<file path="src/verilog/spg_pkg.sv">
// Shared constants and types for the spread grayscale PWM engine
package spg_pkg;
  // Counter and channel geometry
  localparam int SPG_COUNT_W = 16;
  localparam int SPG_NUM_CH = 12;
  localparam int SPG_SEG_W = 7;
  localparam int SPG_POS_W = 9;
  localparam int SPG_SEG_COUNT = 128;
  localparam int SPG_SEG_SPAN = 512;

  // Timing of the internal reference clock
  localparam int SPG_CLK_PERIOD_NS = 20;
  localparam int SPG_INT_PERIOD_NS = 100;
  localparam int SPG_INT_DIV = (SPG_INT_PERIOD_NS + SPG_CLK_PERIOD_NS - 1) / SPG_CLK_PERIOD_NS;
  localparam int SPG_INT_HALF = SPG_INT_DIV / 2;

  // Register bus geometry
  localparam int SPG_ADDR_W = 8;
  localparam int SPG_DATA_W = 32;

  // Register byte offsets
  localparam logic [7:0] SPG_CTRL_OFS = 8'h00;
  localparam logic [7:0] SPG_STATUS_OFS = 8'h04;
  localparam logic [7:0] SPG_VALUE_BASE = 8'h10;
  localparam logic [7:0] SPG_VALUE_STEP = 8'h04;

  // Control field positions
  localparam int SPG_CTRL_BLANK_BIT = 0;
  localparam int SPG_CTRL_EXT_BIT = 1;
  localparam int SPG_CTRL_EDGE_BIT = 2;

  // Reset values
  localparam logic [15:0] SPG_COUNT_RESET = 16'h0000;
  localparam logic [15:0] SPG_VALUE_RESET = 16'h0000;
  localparam logic [31:0] SPG_RDATA_IDLE = 32'h0000_0000;

  typedef logic [SPG_COUNT_W-1:0] spg_value_t;

  // Latched control bits
  typedef struct packed {
    logic count_edge_select;
    logic external_count_clock_select;
    logic blank;
  } spg_cfg_s;

  localparam spg_cfg_s SPG_CFG_RESET = '{count_edge_select: 1'b1,
                                         external_count_clock_select: 1'b0,
                                         blank: 1'b1};
endpackage

</file>
<file path="src/verilog/spg_channel.sv">
// One output channel: spread pulse comparator and output flop
module spg_channel
  import spg_pkg::*;
#(
  parameter int COUNT_W = SPG_COUNT_W
)
(
  // Clock and reset
  input wire logic clock_in,
  input wire logic resetn_in,
  // Shared counter and channel value
  input wire logic [COUNT_W-1:0] count_in,
  input wire logic [COUNT_W-1:0] value_in,
  input wire logic blank_in,
  // Sink drive
  output logic on_out
);
  localparam int SEG_W = SPG_SEG_W;
  localparam int POS_W = COUNT_W - SEG_W;

  logic [SEG_W-1:0] seg_index;
  logic [SEG_W-1:0] seg_rank;
  logic [POS_W-1:0] seg_pos;
  logic [POS_W:0] seg_len;
  logic nxt_on;

  generate
    if (COUNT_W != SPG_SEG_W + SPG_POS_W)
    begin : g_chk
      $error("spg_channel: counter width must be segment plus position width");
    end
  endgenerate

  assign seg_index = count_in[COUNT_W-1:POS_W];
  assign seg_pos = count_in[POS_W-1:0];

  // Bit-reversed segment index is its rank in the spread order
  always_comb
  begin
    for (int i = 0; i < SEG_W; i++)
    begin
      seg_rank[i] = seg_index[SEG_W-1-i];
    end
  end

  // Base length per segment plus one where the rank lies below the low bits
  always_comb
  begin
    seg_len = {1'b0, value_in[COUNT_W-1:SEG_W]};
    if (seg_rank < value_in[SEG_W-1:0])
    begin
      seg_len = seg_len + {{POS_W{1'b0}}, 1'b1};
    end
  end

  // Pulse sits at the start of the segment; zero length never turns on
  assign nxt_on = !blank_in && ({1'b0, seg_pos} < seg_len);

  always_ff @(posedge clock_in or negedge resetn_in)
  begin
    if (!resetn_in)
    begin
      on_out <= 1'b0;
    end
    else
    begin
      on_out <= nxt_on;
    end
  end
endmodule

</file>
<file path="src/verilog/spg_pwm_top.sv">
// Spread grayscale PWM engine with register port and twelve sink outputs
module spg_pwm_top
  import spg_pkg::*;
#(
  parameter int NUM_CH = SPG_NUM_CH,
  parameter int INT_DIV = SPG_INT_DIV
)
(
  // Clock and reset
  input wire logic clock_in,
  input wire logic resetn_in,
  // Serial clock pin
  input wire logic serial_clock_in,
  // Register port
  input wire logic [SPG_ADDR_W-1:0] reg_addr_in,
  input wire logic [SPG_DATA_W-1:0] reg_wdata_in,
  input wire logic reg_write_in,
  input wire logic reg_read_in,
  output logic [SPG_DATA_W-1:0] reg_rdata_out,
  // Sink outputs
  output logic [NUM_CH-1:0] led_sink_output_out
);
  localparam int DIV_W = $clog2(INT_DIV + 1);
  localparam logic [DIV_W-1:0] DIV_LAST = DIV_W'(INT_DIV - 1);
  localparam logic [DIV_W-1:0] DIV_HALF = DIV_W'(INT_DIV / 2);
  localparam logic [DIV_W-1:0] DIV_ZERO = '0;
  // Divider values one step past each reference edge phase
  localparam logic [DIV_W-1:0] DIV_RISE_START = DIV_W'(1 % INT_DIV);
  localparam logic [DIV_W-1:0] DIV_FALL_START = DIV_W'((INT_DIV / 2 + 1) % INT_DIV);

  generate
    if (NUM_CH < 1 || NUM_CH > 48)
    begin : g_chk_ch
      $error("spg_pwm_top: channel count out of range");
    end
    if (INT_DIV < 2)
    begin : g_chk_div
      $error("spg_pwm_top: internal divider must be at least two");
    end
    if (SPG_SEG_COUNT * SPG_SEG_SPAN != (1 << SPG_COUNT_W))
    begin : g_chk_seg
      $error("spg_pwm_top: segments must tile the counter");
    end
  endgenerate

  spg_cfg_s cfg_ff;
  spg_value_t value_ff [NUM_CH];
  logic [SPG_COUNT_W-1:0] count_ff;
  logic [SPG_COUNT_W-1:0] nxt_count;
  logic [DIV_W-1:0] div_ff;
  logic [DIV_W-1:0] nxt_div;
  logic [2:0] sck_sync_ff;
  logic sck_level_ff;
  logic park_rise;
  logic [SPG_DATA_W-1:0] rdata_ff;
  logic [SPG_DATA_W-1:0] nxt_rdata;
  logic int_rise;
  logic int_fall;
  logic ext_rise;
  logic ext_fall;
  logic count_tick;
  logic ctrl_wr;

  // Serial clock pin synchroniser
  always_ff @(posedge clock_in or negedge resetn_in)
  begin
    if (!resetn_in)
    begin
      sck_sync_ff <= 3'h0;
    end
    else
    begin
      sck_sync_ff <= {sck_sync_ff[1:0], serial_clock_in};
    end
  end

  // Accepted pin level moves only once stages two and three agree
  always_ff @(posedge clock_in or negedge resetn_in)
  begin
    if (!resetn_in)
    begin
      sck_level_ff <= 1'b0;
    end
    else if (sck_sync_ff[1] == sck_sync_ff[2])
    begin
      sck_level_ff <= sck_sync_ff[2];
    end
  end

  // Edge is a change of the accepted level
  assign ext_rise = sck_sync_ff[1] && sck_sync_ff[2] && !sck_level_ff;
  assign ext_fall = !sck_sync_ff[1] && !sck_sync_ff[2] && sck_level_ff;

  // Edge choice that will hold once a pending control write lands
  assign park_rise = ctrl_wr ? reg_wdata_in[SPG_CTRL_EDGE_BIT] : cfg_ff.count_edge_select;

  // Internal reference divider: rise at zero, fall at half period
  always_comb
  begin
    nxt_div = div_ff + DIV_W'(1);
    if (div_ff == DIV_LAST)
    begin
      nxt_div = DIV_ZERO;
    end
    // Parked while blanked so count zero lasts a full period after unblank
    if (cfg_ff.blank)
    begin
      nxt_div = park_rise ? DIV_RISE_START : DIV_FALL_START;
    end
  end

  always_ff @(posedge clock_in or negedge resetn_in)
  begin
    if (!resetn_in)
    begin
      div_ff <= '0;
    end
    else
    begin
      div_ff <= nxt_div;
    end
  end

  assign int_rise = (div_ff == DIV_ZERO);
  assign int_fall = (div_ff == DIV_HALF);

  // Source and edge choice
  always_comb
  begin
    if (cfg_ff.external_count_clock_select)
    begin
      count_tick = cfg_ff.count_edge_select ? ext_rise : ext_fall;
    end
    else
    begin
      count_tick = cfg_ff.count_edge_select ? int_rise : int_fall;
    end
  end

  // Shared grayscale counter, wraps to repeat the display period
  always_comb
  begin
    nxt_count = count_ff;
    if (cfg_ff.blank)
    begin
      nxt_count = SPG_COUNT_RESET;
    end
    else if (count_tick)
    begin
      nxt_count = count_ff + SPG_COUNT_W'(1);
    end
  end

  always_ff @(posedge clock_in or negedge resetn_in)
  begin
    if (!resetn_in)
    begin
      count_ff <= SPG_COUNT_RESET;
    end
    else
    begin
      count_ff <= nxt_count;
    end
  end

  // Control register; blank starts set
  assign ctrl_wr = reg_write_in && (reg_addr_in == SPG_CTRL_OFS);

  always_ff @(posedge clock_in or negedge resetn_in)
  begin
    if (!resetn_in)
    begin
      cfg_ff <= SPG_CFG_RESET;
    end
    else if (ctrl_wr)
    begin
      cfg_ff.blank <= reg_wdata_in[SPG_CTRL_BLANK_BIT];
      cfg_ff.external_count_clock_select <= reg_wdata_in[SPG_CTRL_EXT_BIT];
      cfg_ff.count_edge_select <= reg_wdata_in[SPG_CTRL_EDGE_BIT];
    end
  end

  // Per-channel grayscale values and channel engines
  genvar ch;
  generate
    for (ch = 0; ch < NUM_CH; ch++)
    begin : g_ch
      localparam logic [SPG_ADDR_W-1:0] CH_OFS =
        SPG_ADDR_W'(SPG_VALUE_BASE + ch * SPG_VALUE_STEP);

      always_ff @(posedge clock_in or negedge resetn_in)
      begin
        if (!resetn_in)
        begin
          value_ff[ch] <= SPG_VALUE_RESET;
        end
        else if (reg_write_in && (reg_addr_in == CH_OFS))
        begin
          value_ff[ch] <= reg_wdata_in[SPG_COUNT_W-1:0];
        end
      end

      spg_channel #(
        .COUNT_W(SPG_COUNT_W)
      ) u_channel (
        .clock_in(clock_in),
        .resetn_in(resetn_in),
        .count_in(count_ff),
        .value_in(value_ff[ch]),
        .blank_in(cfg_ff.blank),
        .on_out(led_sink_output_out[ch])
      );
    end
  endgenerate

  // Read path: data one cycle after the strobe, zero elsewhere
  always_comb
  begin
    nxt_rdata = SPG_RDATA_IDLE;
    if (reg_read_in)
    begin
      if (reg_addr_in == SPG_CTRL_OFS)
      begin
        nxt_rdata[SPG_CTRL_BLANK_BIT] = cfg_ff.blank;
        nxt_rdata[SPG_CTRL_EXT_BIT] = cfg_ff.external_count_clock_select;
        nxt_rdata[SPG_CTRL_EDGE_BIT] = cfg_ff.count_edge_select;
      end
      else if (reg_addr_in == SPG_STATUS_OFS)
      begin
        nxt_rdata[SPG_COUNT_W-1:0] = count_ff;
      end
      else
      begin
        for (int i = 0; i < NUM_CH; i++)
        begin
          if (reg_addr_in == SPG_ADDR_W'(SPG_VALUE_BASE + i * SPG_VALUE_STEP))
          begin
            nxt_rdata[SPG_COUNT_W-1:0] = value_ff[i];
          end
        end
      end
    end
  end

  always_ff @(posedge clock_in or negedge resetn_in)
  begin
    if (!resetn_in)
    begin
      rdata_ff <= SPG_RDATA_IDLE;
    end
    else
    begin
      rdata_ff <= nxt_rdata;
    end
  end

  assign reg_rdata_out = rdata_ff;
endmodule

</file>
<file path="config.mk">
export PLATFORM = sky130hd
export DESIGN_NAME = spg_pwm_top
export DESIGN_NICKNAME = d
export VERILOG_FILES = /design/src/verilog/spg_pkg.sv /design/src/verilog/spg_channel.sv /design/src/verilog/spg_pwm_top.sv
export SDC_FILE = /design/constraint.sdc
export NUM_CORES = 1
export LEC_CHECK = 0
export ABC_AREA = 1
export BUFFER_PORTS_ARGS = -buffer_cell sky130_fd_sc_hd__buf_2
export CAP_MARGIN = 40
export CORE_MARGIN = 4
export CORE_UTILIZATION = 40
export CTS_BUF_LIST = sky130_fd_sc_hd__clkbuf_2
export DETAILED_ROUTE_END_ITERATION = 16
export PLACE_DENSITY = 0.56
export RECOVER_POWER = 25
export SYNTH_ARGS = -nofsm -noshare
export SYNTH_HDL_FRONTEND = slang
export SYNTH_SLANG_ARGS = --single-unit
export TNS_END_PERCENT = 30
</file>
<file path="constraint.sdc">
create_clock -name clock_in -period 3.76 [get_ports clock_in]
set_input_delay 0.376 -clock clock_in [delete_from_list [all_inputs] [get_ports clock_in]]
set_output_delay 0.376 -clock clock_in [all_outputs]
set_load 0.02 [all_outputs]
</file>
==> flow_metrics.env <==
export IMPL_status="finished with violations"
export IMPL_failed_checks="capacitance limit, slew limit"
export IMPL_async_reset_ff_share_pct=100
export IMPL_cts_buffers=72
export IMPL_detail_route_vias_per_cell=5.28
export IMPL_vias_after_detailed_routing=15800
export IMPL_port_buffers=56
export IMPL_floorplan_core_area_um2=42100
export IMPL_power_report_internal_total_mw=4.39
export IMPL_dp_hpwl_um=40700
export IMPL_slew_viol_final=205
export IMPL_cp_arrival_ns=4.27
export IMPL_wl_um=55800
export IMPL_worst_ir_drop_vdd_uv=177
export IMPL_library_cell_used_as_clock_root_buffer="clkbuf_2"
export IMPL_row_count=75
export IMPL_syn2layout_area_growth_pct=10.7
export IMPL_cp_cell_instances="buf_4 -> ha_1 -> a21oi_1 -> o21a_1 -> nand2_1 -> nor4_2 -> nand4_1 -> xor2_1 -> ha_1 -> nand4_1 -> or2_0 -> o21ai_1 -> nor2_1"
export IMPL_yosysUniqueCellTypes=39
export IMPL_global_placement_routability_congestion=0.900
export IMPL_vias_in_the_first_global_route=15100
export IMPL_postCtsSetupBuffers=0
export IMPL_net_total_in_the_final_layout=2622
export IMPL_synth_top_cell_area_share_pct=35.6
export IMPL_detail_route_antenna_nets=0
export IMPL_firstDrtPassIters=5
export IMPL_floorplan_die_height_um=215
export IMPL_post_synth_cell_area_avg_um2=7.54
export IMPL_timing_setup_tns_ns=0
export IMPL_clock_skew_ns=0.0570
export IMPL_pwr_share_seq_pct=43.1
export IMPL_worst_path_max_delay_cell="dfrtp_1"
export IMPL_yosys_top_cells_area="dfrtp_1, ha_1, nand2_1, inv_1, o21ai_1"
export IMPL_synth_edff_count=0
export IMPL_cts_htree_levels=3
export IMPL_placed_area_um2=18100
export IMPL_drive_above_1_share_pct=10.6
export IMPL_setup_viol=0
export IMPL_clock_sinks=246
export IMPL_clkSlewWorstSetupHoldPaths_ns=0.10
export IMPL_routed_wire_length_per_instance_um=18.7
export IMPL_dr_wl_met3_um=3540
export IMPL_reg2reg_slack_ns=0.32
export IMPL_synthFlopType="dfrtp_1"
export IMPL_setup_ws_ns=0.319
export IMPL_crit_type="reg2reg"
export IMPL_post_route_period_util_pct=91.5
export IMPL_pre_cts_slack_ns=0.292
export IMPL_drt_iter0_drc=1175
export IMPL_yosys_warnings=0
export IMPL_clockBufferDepth=3
export IMPL_cts_tree="done"
export IMPL_yosys_top_cells_count="nand2_1, dfrtp_1, inv_1"
export IMPL_top_layer_used="met4"
export IMPL_sequential_share_of_the_synthesized_area_pct=35.9
export IMPL_met1Wirelength_um=26000
export IMPL_worst_path_max_fanout=10
export IMPL_synth_area_um2=17100
export IMPL_fp_dieW_um=215
export IMPL_synth_most_common_cell="nand2_1"
export IMPL_worst_ep_required_time_ns=4.59
export IMPL_finalHoldViolations=0
export IMPL_power_switching_mw=2.73
export IMPL_power_share_combinational_pct=28.3
export IMPL_globalRouteTotalUtil_pct=24.1
export IMPL_design_die_area_um2=46200
export IMPL_drc=0
export IMPL_synth_seq_cells=246
export IMPL_timing_worst_slew_pin_value_ns=1.94
export IMPL_timing_critical_path_to_type="flip-flop"
export IMPL_pwr_density_cell_nw_per_um2=375
export IMPL_crit_path_start_kind="flip-flop"
export IMPL_postSynthCellCount=2273
export IMPL_grt_overflow_total=0
export IMPL_achievable_frequency_ghz=0.291
export IMPL_sw_frac_of_total_pct=38.4
export IMPL_cp_slowest_stage_delay_ns=0.64
export IMPL_path_class_of_the_lowest_slack_min_delay_path="in2reg"
export IMPL_floorplan_initialDensity_pct=40.7
export IMPL_maxCapViolCount=3
export IMPL_clock_latency_on_the_worst_skew_pair_ns=0.99
export IMPL_grt_first_pass_wirelength_um=86600
export IMPL_final_cell_area_um2=19000
export IMPL_leakagePower_nw=8.77
export IMPL_maximum_number_of_pins_on_one_net_before_global_route_repair=77
export IMPL_rsz0062_at_grt="false"
export IMPL_synth_largest_area_cell="dfrtp_1"
export IMPL_route_met2_wl_um=24400
export IMPL_final_period_minus_worst_setup_slack_ns=3.44
export IMPL_antenna_found_initial=3
export IMPL_slew_headroom_pct=-29.4
export IMPL_clock_network_fraction_of_design_power_pct=28.6
export IMPL_design_portCount=89
-- registers in the layout (all words and copies together) (netlist names) --
name / flops
div_ff: 3
count_ff: 16
reg_rdata_out: 16
sck_sync_ff: 3
sck_level_ff: 1
g_ch.u_channel.on_out: 12
cfg_ff: 3
value_ff: 192
-- through the flow --
step	hold slack [ns]	util [%]	total power, mW	cells
after detailed placement	0.336	43.0	5.11	2832
after CTS	0.00430	45.1	7.21	2981
final	0.118	45.0	7.12	2984
after floorplan	0.0804	-	4.46	2288
after global routing	0.0627	45.0	7.63	2983
after global placement	0.334	42.7	5.06	2826
-- power by group through the flow --
| stage | Combinational, mW | Clock (mW) | Sequential, mW |
|---|---|---|---|
| 6_report | 2.01 | 2.03 | 3.07 |
| 4_1_cts | 2.03 | 2.11 | 3.07 |
| 3_5_place_dp | 1.99 | 0 | 3.11 |
| 2_1_floorplan | 1.38 | 0 | 3.07 |
| 5_1_grt | 2.28 | 2.24 | 3.10 |
| 3_3_place_gp | 1.95 | 0 | 3.12 |
-- per-layer routing --
layer | up-vias | global-route usage [%]
li1 | 7775 | -
met5 | - | 0
met1 | 7394 | 33.7
met3 | 118 | 4.21
met4 | 0 | 9.55
met2 | 463 | 37.1
-- logic make-up (layout without fill, tap and decap cells) --
family          count (synthesis)  after routing  synth area share (%)
compound gates                393            393                  11.9
xor+xnor                       89             89                  4.55
fa+ha+maj                     186            186                  13.6
buf+inv                       335            489                  8.16
flops                         246            246                  35.9
mux                             6              6                 0.358
other cells                     1             19                0.0219
simple gates                 1017           1017                  25.5
-- cell usage in the layout (no fill, tap or decap), types with 13 or more instances in the layout --
cell / instances
conb_1: 16
o21ai_1: 135
nor2_1: 168
clkbuf_2: 106
inv_2: 13
nand2_1: 583
buf_4: 39
nor4_1: 15
xor2_1: 51
a21oi_1: 98
xnor2_1: 38
nand3_1: 112
ha_1: 186
nor3_1: 27
o21ai_0: 133
dlygate4sd3_1: 23
buf_2: 55
nand4_1: 67
inv_1: 220
clkinv_1: 22
dfrtp_1: 242
-- critical path: cells and delay by family (launching register included) --
| kind | cells | cell delay, ns |
|---|---|---|
| flops | 1 | 0.64 |
| simple gates | 6 | 1.07 |
| xor+xnor | 1 | 0.18 |
| compound gates | 3 | 0.55 |
| buf+inv | 1 | 0.27 |
| fa+ha+maj | 2 | 0.56 |
-- path summary, 6_finish.rpt --
path                                       start                   endpoint  cells after the start
worst max register to register      count_ff[11]  g_ch[11].u_channel.on_out                     13
worst min-delay path            reg_wdata_in[11]               value_ff[59]                      3
max in group asynchronous              resetn_in               value_ff[94]                      4
worst min register to register    sck_sync_ff[0]             sck_sync_ff[1]                      0
worst max-delay path                count_ff[11]  g_ch[11].u_channel.on_out                     13
min in group asynchronous              resetn_in               value_ff[82]                      4
-- layout make-up --
| cell class | count | area (um^2) |
|---|---|---|
| fill | 4337 | 23200 |
| multi-input combinational | 1707 | 9630 |
| sequential | 246 | 6160 |
| timing repair buffer | 128 | 977 |
| inverter | 236 | 886 |
| tap | 539 | 674 |
| clock buffer | 103 | 515 |
| clock inverter | 22 | 111 |
| antenna | 3 | 7.51 |
-- what timing repair did --
item | CTS | global route
endpoints found under the setup margin | 0 | 4
hold endpoints to repair | 407 | 0
hold buffers | 24 | 0
resized for setup | 0 | 2
Note: power is estimated with default switching activity, not from simulation.
